==> src/rtl/dma_pkg.sv <==
// Shared constants and types for the two-channel transfer engine.
package dma_pkg;
  // -------------------------------------------------------------------
  // Sizes
  // -------------------------------------------------------------------
  localparam int ADDR_W = 32;  // Bus address width.
  localparam int DATA_W = 32;  // Bus data width.
  localparam int KIND_W = 3;   // Endpoint kind code width.

  // -------------------------------------------------------------------
  // Endpoint kinds
  // -------------------------------------------------------------------
  localparam logic [2:0] KIND_EXT_MEM  = 3'h0;  // External memory.
  localparam logic [2:0] KIND_MMIO     = 3'h1;  // Memory-mapped device.
  localparam logic [2:0] KIND_ACK_DEV  = 3'h2;  // Device on ack strobe.
  localparam logic [2:0] KIND_CHIP_MEM = 3'h3;  // On-chip memory.
  localparam logic [2:0] KIND_PERIPH   = 3'h4;  // Peripheral register.
  localparam logic [2:0] KIND_BARRED   = 3'h5;  // Controller, bus-state
                                                // unit, break unit, cache,
                                                // ethernet dma/mac units.

  // -------------------------------------------------------------------
  // Reset values and channel numbers
  // -------------------------------------------------------------------
  localparam logic CH0          = 1'b0;  // Channel 0.
  localparam logic CH1          = 1'b1;  // Channel 1.
  localparam logic PRIO_RST_HI  = CH1;   // Channel ahead after reset.
  localparam logic SCHEME_FIXED = 1'b0;  // Fixed order, channel 0 first.

  // Transfer sequencer states.
  typedef enum logic [1:0] {
    ST_IDLE   = 2'b00,
    ST_SINGLE = 2'b01,
    ST_READ   = 2'b10,
    ST_WRITE  = 2'b11
  } xfer_state_t;
endpackage

==> src/rtl/arb_if.sv <==
// Link between the transfer sequencer and the channel arbiter.
`timescale 1ns/1ps
interface arb_if;
  logic [1:0] pending;      // Pending enabled requests per channel.
  logic       idle;         // Sequencer may start a transfer.
  logic       grant_valid;  // A channel is granted this cycle.
  logic       grant_ch;     // Granted channel.
  logic       done;         // A transfer completes this cycle.
  logic       done_ch;      // Channel whose transfer completes.
  logic       scheme;       // Priority scheme select.
  logic       hi_ch;        // Channel currently ahead.

  modport core (output pending, idle, done, done_ch, scheme,
                input  grant_valid, grant_ch, hi_ch);
  modport arb  (input  pending, idle, done, done_ch, scheme,
                output grant_valid, grant_ch, hi_ch);
endinterface

==> src/rtl/channel_arbiter.sv <==
// Fixed or round-robin arbiter between the two channels.
`timescale 1ns/1ps
module channel_arbiter (
  // Clock, reset and enable.
  input wire logic CLK,
  input wire logic RST,
  input wire logic CE,
  // Sequencer side.
  arb_if.arb       a
);
  import dma_pkg::*;

  logic hi_reg;   // Channel that wins a tie in round-robin.
  logic hi_next;  // Next value of hi_reg.

  // -------------------------------------------------------------------
  // Grant
  // -------------------------------------------------------------------
  // Grants only while the sequencer is idle.
  always_comb begin
    a.grant_valid = a.idle && (a.pending != 2'b00);
    if (a.pending != 2'b11) begin
      a.grant_ch = a.pending[CH1];
    end else if (a.scheme == SCHEME_FIXED) begin
      a.grant_ch = CH0;
    end else begin
      a.grant_ch = hi_reg;
    end
  end

  // -------------------------------------------------------------------
  // Round-robin state
  // -------------------------------------------------------------------
  // Each completion in round-robin puts the channel that did not finish ahead; fixed order keeps the lead.
  always_comb begin
    hi_next = hi_reg;
    if (a.done && a.scheme != SCHEME_FIXED) begin
      hi_next = ~a.done_ch;
    end
  end

  // Registers the lead; reset puts channel 1 ahead.
  always_ff @(posedge CLK or posedge RST) begin
    if (RST) begin
      hi_reg <= PRIO_RST_HI;
    end else if (CE) begin
      hi_reg <= hi_next;
    end
  end

  assign a.hi_ch = hi_reg;

  // -------------------------------------------------------------------
  // Checks
  // -------------------------------------------------------------------
  property p_rr_low;
    @(posedge CLK) disable iff (RST)
      (CE && a.done && a.scheme) |=> (hi_reg == !$past(a.done_ch));
  endproperty
  a_rr_low: assert property (p_rr_low)
    else $error("Finished channel did not drop to low priority.");

  property p_rr_keep;
    @(posedge CLK) disable iff (RST)
      (CE && a.done && a.scheme && hi_reg != a.done_ch) |=> $stable(hi_reg);
  endproperty
  a_rr_keep: assert property (p_rr_keep)
    else $error("Priority toggled although finisher was already low.");

  property p_fixed_tie;
    @(posedge CLK) disable iff (RST)
      (a.grant_valid && a.pending == 2'b11 && !a.scheme) |-> !a.grant_ch;
  endproperty
  a_fixed_tie: assert property (p_fixed_tie)
    else $error("Fixed mode did not favour channel 0.");

  property p_rr_tie;
    @(posedge CLK) disable iff (RST)
      (a.grant_valid && a.pending == 2'b11 && a.scheme)
        |-> (a.grant_ch == hi_reg);
  endproperty
  a_rr_tie: assert property (p_rr_tie)
    else $error("Round-robin tie not given to leading channel.");

  property p_lone;
    @(posedge CLK) disable iff (RST)
      (a.idle && a.pending == 2'b01) |-> (a.grant_valid && !a.grant_ch);
  endproperty
  a_lone: assert property (p_lone)
    else $error("Lone channel 0 request was not granted.");
endmodule

==> src/rtl/dma_core.sv <==
// Two-channel transfer engine with single and dual address modes.
`timescale 1ns/1ps
module dma_core #(
  parameter int AW = dma_pkg::ADDR_W,  // Address width.
  parameter int DW = dma_pkg::DATA_W   // Data width.
) (
  // Clock, reset and enable.
  input  wire logic                       CLK,
  input  wire logic                       RST,
  input  wire logic                       CE,
  // Shared scheme select, then channel setup, one bit or field per channel.
  input  wire logic                       PRIORITY_SCHEME_SELECT,
  input  wire logic [1:0]                 CH_ENABLE,
  input  wire logic [1:0]                 CH_SINGLE_MODE,
  input  wire logic [1:0]                 CH_EXT_TRIGGER,
  input  wire logic [1:0]                 ACK_CYCLE_SELECT,
  input  wire logic [1:0]                 CH_SIZE_OK,
  input  wire logic [1:0][dma_pkg::KIND_W-1:0] CH_SRC_KIND,
  input  wire logic [1:0][dma_pkg::KIND_W-1:0] CH_DST_KIND,
  input  wire logic [1:0][AW-1:0]         CH_SRC_ADDR,
  input  wire logic [1:0][AW-1:0]         CH_DST_ADDR,
  // Transfer triggers.
  input  wire logic [1:0]                 EXTERNAL_TRANSFER_REQUEST,
  input  wire logic [1:0]                 INTERNAL_TRIGGER,
  // System bus master.
  output logic [AW-1:0]                   BUS_ADDR,
  output logic                            BUS_RD,
  output logic                            BUS_WR,
  output logic                            BUS_WDATA_OE,
  output logic [DW-1:0]                   BUS_WDATA,
  input  wire logic [DW-1:0]              BUS_RDATA,
  input  wire logic                       BUS_READY,
  // Acknowledge strobes and status.
  output logic [1:0]                      TRANSFER_ACK_STROBE,
  output logic [1:0]                      XFER_DONE,
  output logic [1:0]                      CFG_ERROR
);
  import dma_pkg::*;

  // -------------------------------------------------------------------
  // State
  // -------------------------------------------------------------------
  xfer_state_t   state_reg, state_next;  // Sequencer state.
  logic          ch_reg, ch_next;        // Channel being served.
  logic [1:0]    pend_reg, pend_next;    // Requests waiting.
  logic [AW-1:0] addr_reg, addr_next;    // Bus address.
  logic          rd_reg, rd_next;        // Read strobe.
  logic          wr_reg, wr_next;        // Write strobe.
  logic          oe_reg, oe_next;        // Data drive enable.
  logic [DW-1:0] hold_reg, hold_next;    // Holding buffer.
  logic [1:0]    ack_reg, ack_next;      // Acknowledge strobes.
  logic [1:0]    done_reg, done_next;    // Completion pulses.
  logic [1:0]    err_reg, err_next;      // Setup fault levels.
  logic [1:0]    legal;                  // Setup accepted.
  logic [1:0]    trig;                   // Chosen trigger.
  logic          finish;                 // Last cycle completes.

  arb_if a ();

  // Returns 1 when the end is outside the chip.
  function automatic logic is_ext(input logic [KIND_W-1:0] k);
    return k == KIND_EXT_MEM || k == KIND_MMIO || k == KIND_ACK_DEV;
  endfunction

  // Returns 1 when a channel setup is allowed.
  function automatic logic check(input logic single,
                                 input logic ext_trig,
                                 input logic size_ok,
                                 input logic [KIND_W-1:0] s,
                                 input logic [KIND_W-1:0] d);
    logic ok;
    ok = 1'b0;
    if (single) begin
      // ack device with memory or mmio
      ok = is_ext(s) && is_ext(d) &&
           ((s == KIND_ACK_DEV) != (d == KIND_ACK_DEV));
      ok = ok && ext_trig;
    end else begin
      ok = s != KIND_ACK_DEV && d != KIND_ACK_DEV &&
           s != KIND_BARRED && d != KIND_BARRED;
      if (s == KIND_PERIPH || d == KIND_PERIPH) begin
        ok = ok && size_ok;
      end
    end
    return ok;
  endfunction

  // -------------------------------------------------------------------
  // Setup check and triggers
  // -------------------------------------------------------------------
  // Checks both channels and picks each one's trigger source.
  always_comb begin
    for (int i = 0; i < 2; i++) begin
      legal[i] = check(CH_SINGLE_MODE[i], CH_EXT_TRIGGER[i], CH_SIZE_OK[i],
                       CH_SRC_KIND[i], CH_DST_KIND[i]);
      trig[i]  = CH_EXT_TRIGGER[i] ? EXTERNAL_TRANSFER_REQUEST[i]
                                   : INTERNAL_TRIGGER[i];
    end
  end

  // -------------------------------------------------------------------
  // Arbiter hookup
  // -------------------------------------------------------------------
  // Completion is the ready of the last bus cycle of a transfer.
  assign finish    = BUS_READY &&
                     (state_reg == ST_SINGLE || state_reg == ST_WRITE);
  assign a.pending = pend_reg;
  assign a.idle    = state_reg == ST_IDLE;
  assign a.done    = CE && finish;
  assign a.done_ch = ch_reg;
  assign a.scheme  = PRIORITY_SCHEME_SELECT;

  channel_arbiter u_arb (
    .CLK (CLK),
    .RST (RST),
    .CE  (CE),
    .a   (a.arb)
  );

  // -------------------------------------------------------------------
  // Sequencer next state
  // -------------------------------------------------------------------
  // Runs one transfer: one bus cycle in single mode, two in dual.
  always_comb begin
    state_next = state_reg;
    ch_next    = ch_reg;
    addr_next  = addr_reg;
    rd_next    = rd_reg;
    wr_next    = wr_reg;
    oe_next    = oe_reg;
    hold_next  = hold_reg;
    ack_next   = ack_reg;
    done_next  = 2'b00;
    err_next   = CH_ENABLE & ~legal;
    // loser stays pending; new request wins over clear
    pend_next  = pend_reg;
    if (a.grant_valid) begin
      pend_next[a.grant_ch] = 1'b0;
    end
    pend_next = pend_next | (CH_ENABLE & legal & trig);
    case (state_reg)
      // Waits for a grant and opens the first bus cycle.
      ST_IDLE: begin
        if (a.grant_valid) begin
          ch_next = a.grant_ch;
          ack_next = 2'b00;
          if (CH_SINGLE_MODE[a.grant_ch]) begin
            // ack and address in one cycle
            state_next = ST_SINGLE;
            ack_next[a.grant_ch] = 1'b1;
            if (CH_SRC_KIND[a.grant_ch] == KIND_ACK_DEV) begin
              addr_next = CH_DST_ADDR[a.grant_ch];
              wr_next   = 1'b1;
            end else begin
              addr_next = CH_SRC_ADDR[a.grant_ch];
              rd_next   = 1'b1;
            end
          end else begin
            state_next = ST_READ;
            addr_next  = CH_SRC_ADDR[a.grant_ch];
            rd_next    = 1'b1;
            ack_next[a.grant_ch] = ~ACK_CYCLE_SELECT[a.grant_ch];
          end
        end
      end
      // Single address cycle ends on ready.
      ST_SINGLE: begin
        if (BUS_READY) begin
          state_next       = ST_IDLE;
          rd_next          = 1'b0;
          wr_next          = 1'b0;
          ack_next         = 2'b00;
          done_next[ch_reg] = 1'b1;
        end
      end
      // Read cycle: fetch into the buffer, then open the write.
      ST_READ: begin
        if (BUS_READY) begin
          hold_next  = BUS_RDATA;
          state_next = ST_WRITE;
          rd_next    = 1'b0;
          wr_next    = 1'b1;
          oe_next    = 1'b1;
          addr_next  = CH_DST_ADDR[ch_reg];
          ack_next   = 2'b00;
          ack_next[ch_reg] = ACK_CYCLE_SELECT[ch_reg];
        end
      end
      // Write cycle drives the buffer to the destination.
      ST_WRITE: begin
        if (BUS_READY) begin
          state_next       = ST_IDLE;
          wr_next          = 1'b0;
          oe_next          = 1'b0;
          ack_next         = 2'b00;
          done_next[ch_reg] = 1'b1;
        end
      end
      default: begin
        state_next = ST_IDLE;
      end
    endcase
  end

  // -------------------------------------------------------------------
  // Sequencer registers
  // -------------------------------------------------------------------
  // Holds all sequencer state; frozen while the enable is low.
  always_ff @(posedge CLK or posedge RST) begin
    if (RST) begin
      state_reg <= ST_IDLE;
      ch_reg    <= CH0;
      pend_reg  <= 2'b00;
      addr_reg  <= '0;
      rd_reg    <= 1'b0;
      wr_reg    <= 1'b0;
      oe_reg    <= 1'b0;
      hold_reg  <= '0;
      ack_reg   <= 2'b00;
      done_reg  <= 2'b00;
      err_reg   <= 2'b00;
    end else if (CE) begin
      state_reg <= state_next;
      ch_reg    <= ch_next;
      pend_reg  <= pend_next;
      addr_reg  <= addr_next;
      rd_reg    <= rd_next;
      wr_reg    <= wr_next;
      oe_reg    <= oe_next;
      hold_reg  <= hold_next;
      ack_reg   <= ack_next;
      done_reg  <= done_next;
      err_reg   <= err_next;
    end
  end

  // Outputs straight from registers.
  assign BUS_ADDR            = addr_reg;
  assign BUS_RD              = rd_reg;
  assign BUS_WR              = wr_reg;
  assign BUS_WDATA_OE        = oe_reg;
  assign BUS_WDATA           = hold_reg;
  assign TRANSFER_ACK_STROBE = ack_reg;
  assign XFER_DONE           = done_reg;
  assign CFG_ERROR           = err_reg;

  // -------------------------------------------------------------------
  // Checks
  // -------------------------------------------------------------------
  property p_single_cycle;
    @(posedge CLK) disable iff (RST)
      (state_reg == ST_SINGLE) |-> (ack_reg[ch_reg] && (rd_reg ^ wr_reg));
  endproperty
  a_single_cycle: assert property (p_single_cycle)
    else $error("Single cycle lacks ack or bus strobe.");

  property p_single_ext;
    @(posedge CLK) disable iff (RST)
      (state_reg == ST_SINGLE) |-> CH_EXT_TRIGGER[ch_reg];
  endproperty
  a_single_ext: assert property (p_single_ext)
    else $error("Single transfer started without external trigger.");

  property p_read_then_write;
    @(posedge CLK) disable iff (RST)
      (CE && state_reg == ST_READ && BUS_READY)
        |=> (state_reg == ST_WRITE && wr_reg && !rd_reg
             && hold_reg == $past(BUS_RDATA));
  endproperty
  a_read_then_write: assert property (p_read_then_write)
    else $error("Dual read not followed by write of fetched data.");

  property p_hold;
    @(posedge CLK) disable iff (RST)
      (state_reg == ST_WRITE && $past(state_reg) == ST_WRITE)
        |-> $stable(hold_reg);
  endproperty
  a_hold: assert property (p_hold)
    else $error("Holding buffer changed during write cycle.");

  property p_ack_phase;
    @(posedge CLK) disable iff (RST)
      (state_reg == ST_READ || state_reg == ST_WRITE)
        |-> (ack_reg[ch_reg] == ((state_reg == ST_WRITE)
                                 == ACK_CYCLE_SELECT[ch_reg]));
  endproperty
  a_ack_phase: assert property (p_ack_phase)
    else $error("Dual ack in wrong cycle.");

  property p_pend_kept;
    @(posedge CLK) disable iff (RST)
      (CE && a.grant_valid && pend_reg == 2'b11)
        |=> pend_reg[!$past(a.grant_ch)];
  endproperty
  a_pend_kept: assert property (p_pend_kept)
    else $error("Losing channel request was dropped.");
endmodule

==> config.mk <==
export PLATFORM = sky130hd
export DESIGN_NAME = dma_core
export DESIGN_NICKNAME = d
export VERILOG_FILES = /design/src/rtl/dma_pkg.sv /design/src/rtl/arb_if.sv /design/src/rtl/channel_arbiter.sv /design/src/rtl/dma_core.sv
export SDC_FILE = /design/constraint.sdc
export NUM_CORES = 1
export LEC_CHECK = 0
export BUFFER_PORTS_ARGS = -buffer_cell sky130_fd_sc_hd__buf_4
export CORE_MARGIN = 2
export CORE_UTILIZATION = 30
export CTS_BUF_LIST = sky130_fd_sc_hd__clkbuf_8
export CTS_CLUSTER_DIAMETER = 150
export DETAILED_ROUTE_END_ITERATION = 16
export PLACE_DENSITY_LB_ADDON = 0.25
export SYNTH_ARGS = -nofsm -noshare
export SYNTH_HDL_FRONTEND = slang
export SYNTH_SLANG_ARGS = --single-unit
==> constraint.sdc <==
create_clock -name CLK -period 2.85 [get_ports CLK]
set_input_delay 0 -clock CLK [delete_from_list [all_inputs] [get_ports CLK]]
set_output_delay 0 -clock CLK [all_outputs]
set_load 0.02 [all_outputs]
==> flow_summary.toml <==
[grt]
grt_max_degree = 38
antenna_found_initial = 0
overflow = 0
track_usage_pct = 20.4
grt_pass1_vias = 6030
grt_pass1_wl_mm = 29.3

[clocking]
cts_tree = "built"
cts-htree-levels = 3
ctsLongestPathBuffers = 2
post_cts.repair.setup_buffers = 0
numCtsBuffers = 9
clock_sinks = 79
cts-root-buf = "clkbuf_8"
clk_latency_ns = 0.36
clk_pin_slew_ns = 0.09
cts_resized = 0

[status]
status = "complete, no violations"

[placed_design]
post-dp-hpwl_mm = 12.1
dp_cells = 908
numPortBuffers = 263
gp_routability_congestion = 0.803
dpl_cell_area_um2 = 7190
place_ws_ns = 0.251

[timing]
fmax_ghz = 0.376
slew_headroom_pct = 31.3
layout_min_cycle_time_ns = 2.66
slew_violations = 0
hold_viol = 0
fin_crit_sh_pct = 93.4
fin_ws_ns = 0.189
setup_viol_count_final = 0
hold_slack_ns = 0.0124
rsz0062_at_grt = "no"
tightest_slew_ns = 1.03
finClkSkew_ns = 0.0121
fin_tns_setup_ns = 0

[synth]
synth_edf_count = 0
synth_seq_area_share_pct = 39.7
ys_seq_elements = 79
netlist.top_cell.by_area = "dfrtp_1"
syn_area_per_cell_um2 = 11.2
ys_warn_count = 0
synth_top_area_share_pct = 39.2
syn_area_um2 = 4980
ys.flop_type = "dfrtp_1"
netlist_instances = 443
ys_types = 42
syn_nets = 641
synth_area_leaders = "dfrtp_1 (39%), mux2i_1 (26%), mux2_2 (8.1%)"
synthArstFlopShare_pct = 100

[critical_path]
cp.arrival_ns = 2.88
regToRegEndpoint = "BUS_ADDR[4]"
r2r-start = "state_reg[0]"
end_kind = "register"
rrSetupSlack_ns = 0.19
critPathLaunchType = "register"
critical_path_class = "register to register"
critPathMaxFanout = 32
required_ns = 3.07
reg2reg_depth = 6

[min_path]
min_path_cells = 3
whs_endpoint = "BUS_ADDR[3]"
holdCritStartpoint = "CH_DST_ADDR[35]"
hp-class = "primary input to register"

[cells_and_area]
fin_cells = 1085
final_nets = 1058
finish.instance_area_um2 = 9010
drive_gt1_share_pct = 39.1
fin_util_pct = 54.9
area_delta_synth_final_pct = 81.1
antenna-diode-count = 0

[power_and_ir_drop]
p_per_area_nw_per_um2 = 698
total_power_mw = 6.29
ir_drop_mv = 0.533
leakage_nw = 4.08

[routing]
first_pass_iters = 4
vias = 5230
drt_wl_total_mm = 17.8
viasPerCell = 4.82
routedWlPerCell_um = 16.4
drtIter0Drc = 156
drc = 0
postRouteAntennaNets = 0

[floorplan]
dieArea_um2 = 17600
die_h_um = 133
initial_core_util_pct = 30.3
placementRows = 47
ios = 264
fp.coreArea_um2 = 16400
die_w_um = 133

[flow_run]
drv_cap = 0
## timing repair
item / 4_1_cts / 5_1_grt
hold buffers: 161 / 0
endpoints found under the hold margin: 104 / 0
setup endpoints to repair: 0 / 0
## layout make-up
cell class	instances	area [um2]
Tap cell	220	275
Inverter	13	50.0
Fill cell	1369	7390
Timing Repair Buffer	437	3680
Clock inverter	5	62.6
Clock buffer	11	151
Sequential cell	79	1980
Multi-Input combinational cell	320	2810
## how the worst max path moves through the flow
stage / cells past startpoint / endpoint / slack [ns] / startpoint
6_report: 6 / BUS_ADDR[4] / 0.19 / state_reg[0]
3_5_place_dp: 6 / BUS_ADDR[1] / 0.25 / state_reg[0]
5_1_grt: 6 / BUS_ADDR[4] / 0.05 / state_reg[0]
2_1_floorplan: 1 / BUS_ADDR[0] / 0.83 / RST
4_1_cts: 6 / BUS_ADDR[4] / 0.25 / state_reg[0]
3_3_place_gp: 6 / BUS_ADDR[26] / 0.44 / state_reg[0]
## cell families after synthesis
logic type	synth area share, %
DFF	39.7
muxes	34.3
AOI/OAI and AO/OA	10.4
and+or+nand+nor	9.47
adders and majority gates	1.76
buffers and inverters	4.40
## Yosys cell counts (3+ instances only)
| master | instances |
|---|---|
| buf_2 | 13 |
| buf_6 | 5 |
| clkbuf_1 | 13 |
| dfrtp_1 | 78 |
| ha_1 | 7 |
| inv_1 | 13 |
| mux2_2 | 36 |
| mux2i_1 | 130 |
| nand2_1 | 11 |
| nand2b_1 | 5 |
| nand3_1 | 5 |
| nor2_1 | 10 |
| nor2b_1 | 35 |
| nor4bb_1 | 3 |
| o21ai_0 | 10 |
| o221ai_1 | 32 |
| o22ai_1 | 3 |
## layout by cell type, fill, tap and decap left out, drive strengths merged, types with 3 or more instances in the layout
master and n:
o221ai 32, nand2 11, nor4bb 3, mux2i 130, clkbuf 11, nor2 10, dfrtp 78, buf 276
dlygate4sd3 161, ha 7, nand3 5, inv 14, mux2 36, nand2b 5, o22ai 3, nor2b 35
o21ai 10
## worst max-delay path, cell delays in order, from the launching register on
cell and delay, ns:
dfrtp_1 0.46, inv_1 0.11, ha_1 0.27, or3b_4 0.26, and3_2 0.84, mux2i_1 0.34, o221ai_1 0.19
## where the power goes
part / internal, mW / switching (mW) / total (mW)
Clock: 0.459 / 0.450 / 0.909
Combinational: 1.74 / 1.61 / 3.35
Sequential: 1.61 / 0.423 / 2.03
## routing by layer
layer | part of all wire (%) | GRT usage [%] | routed length [um] | up-vias
met4 | 1.9 | 7.11 | 332 | 0
met5 | 0 | 0 | 0 | -
met1 | 41 | 24.0 | 7320 | 2526
li1 | - | - | - | 2488
met2 | 51 | 36.7 | 9040 | 192
met3 | 6.1 | 4.44 | 1090 | 24
Power figures use the tool's default switching activity.
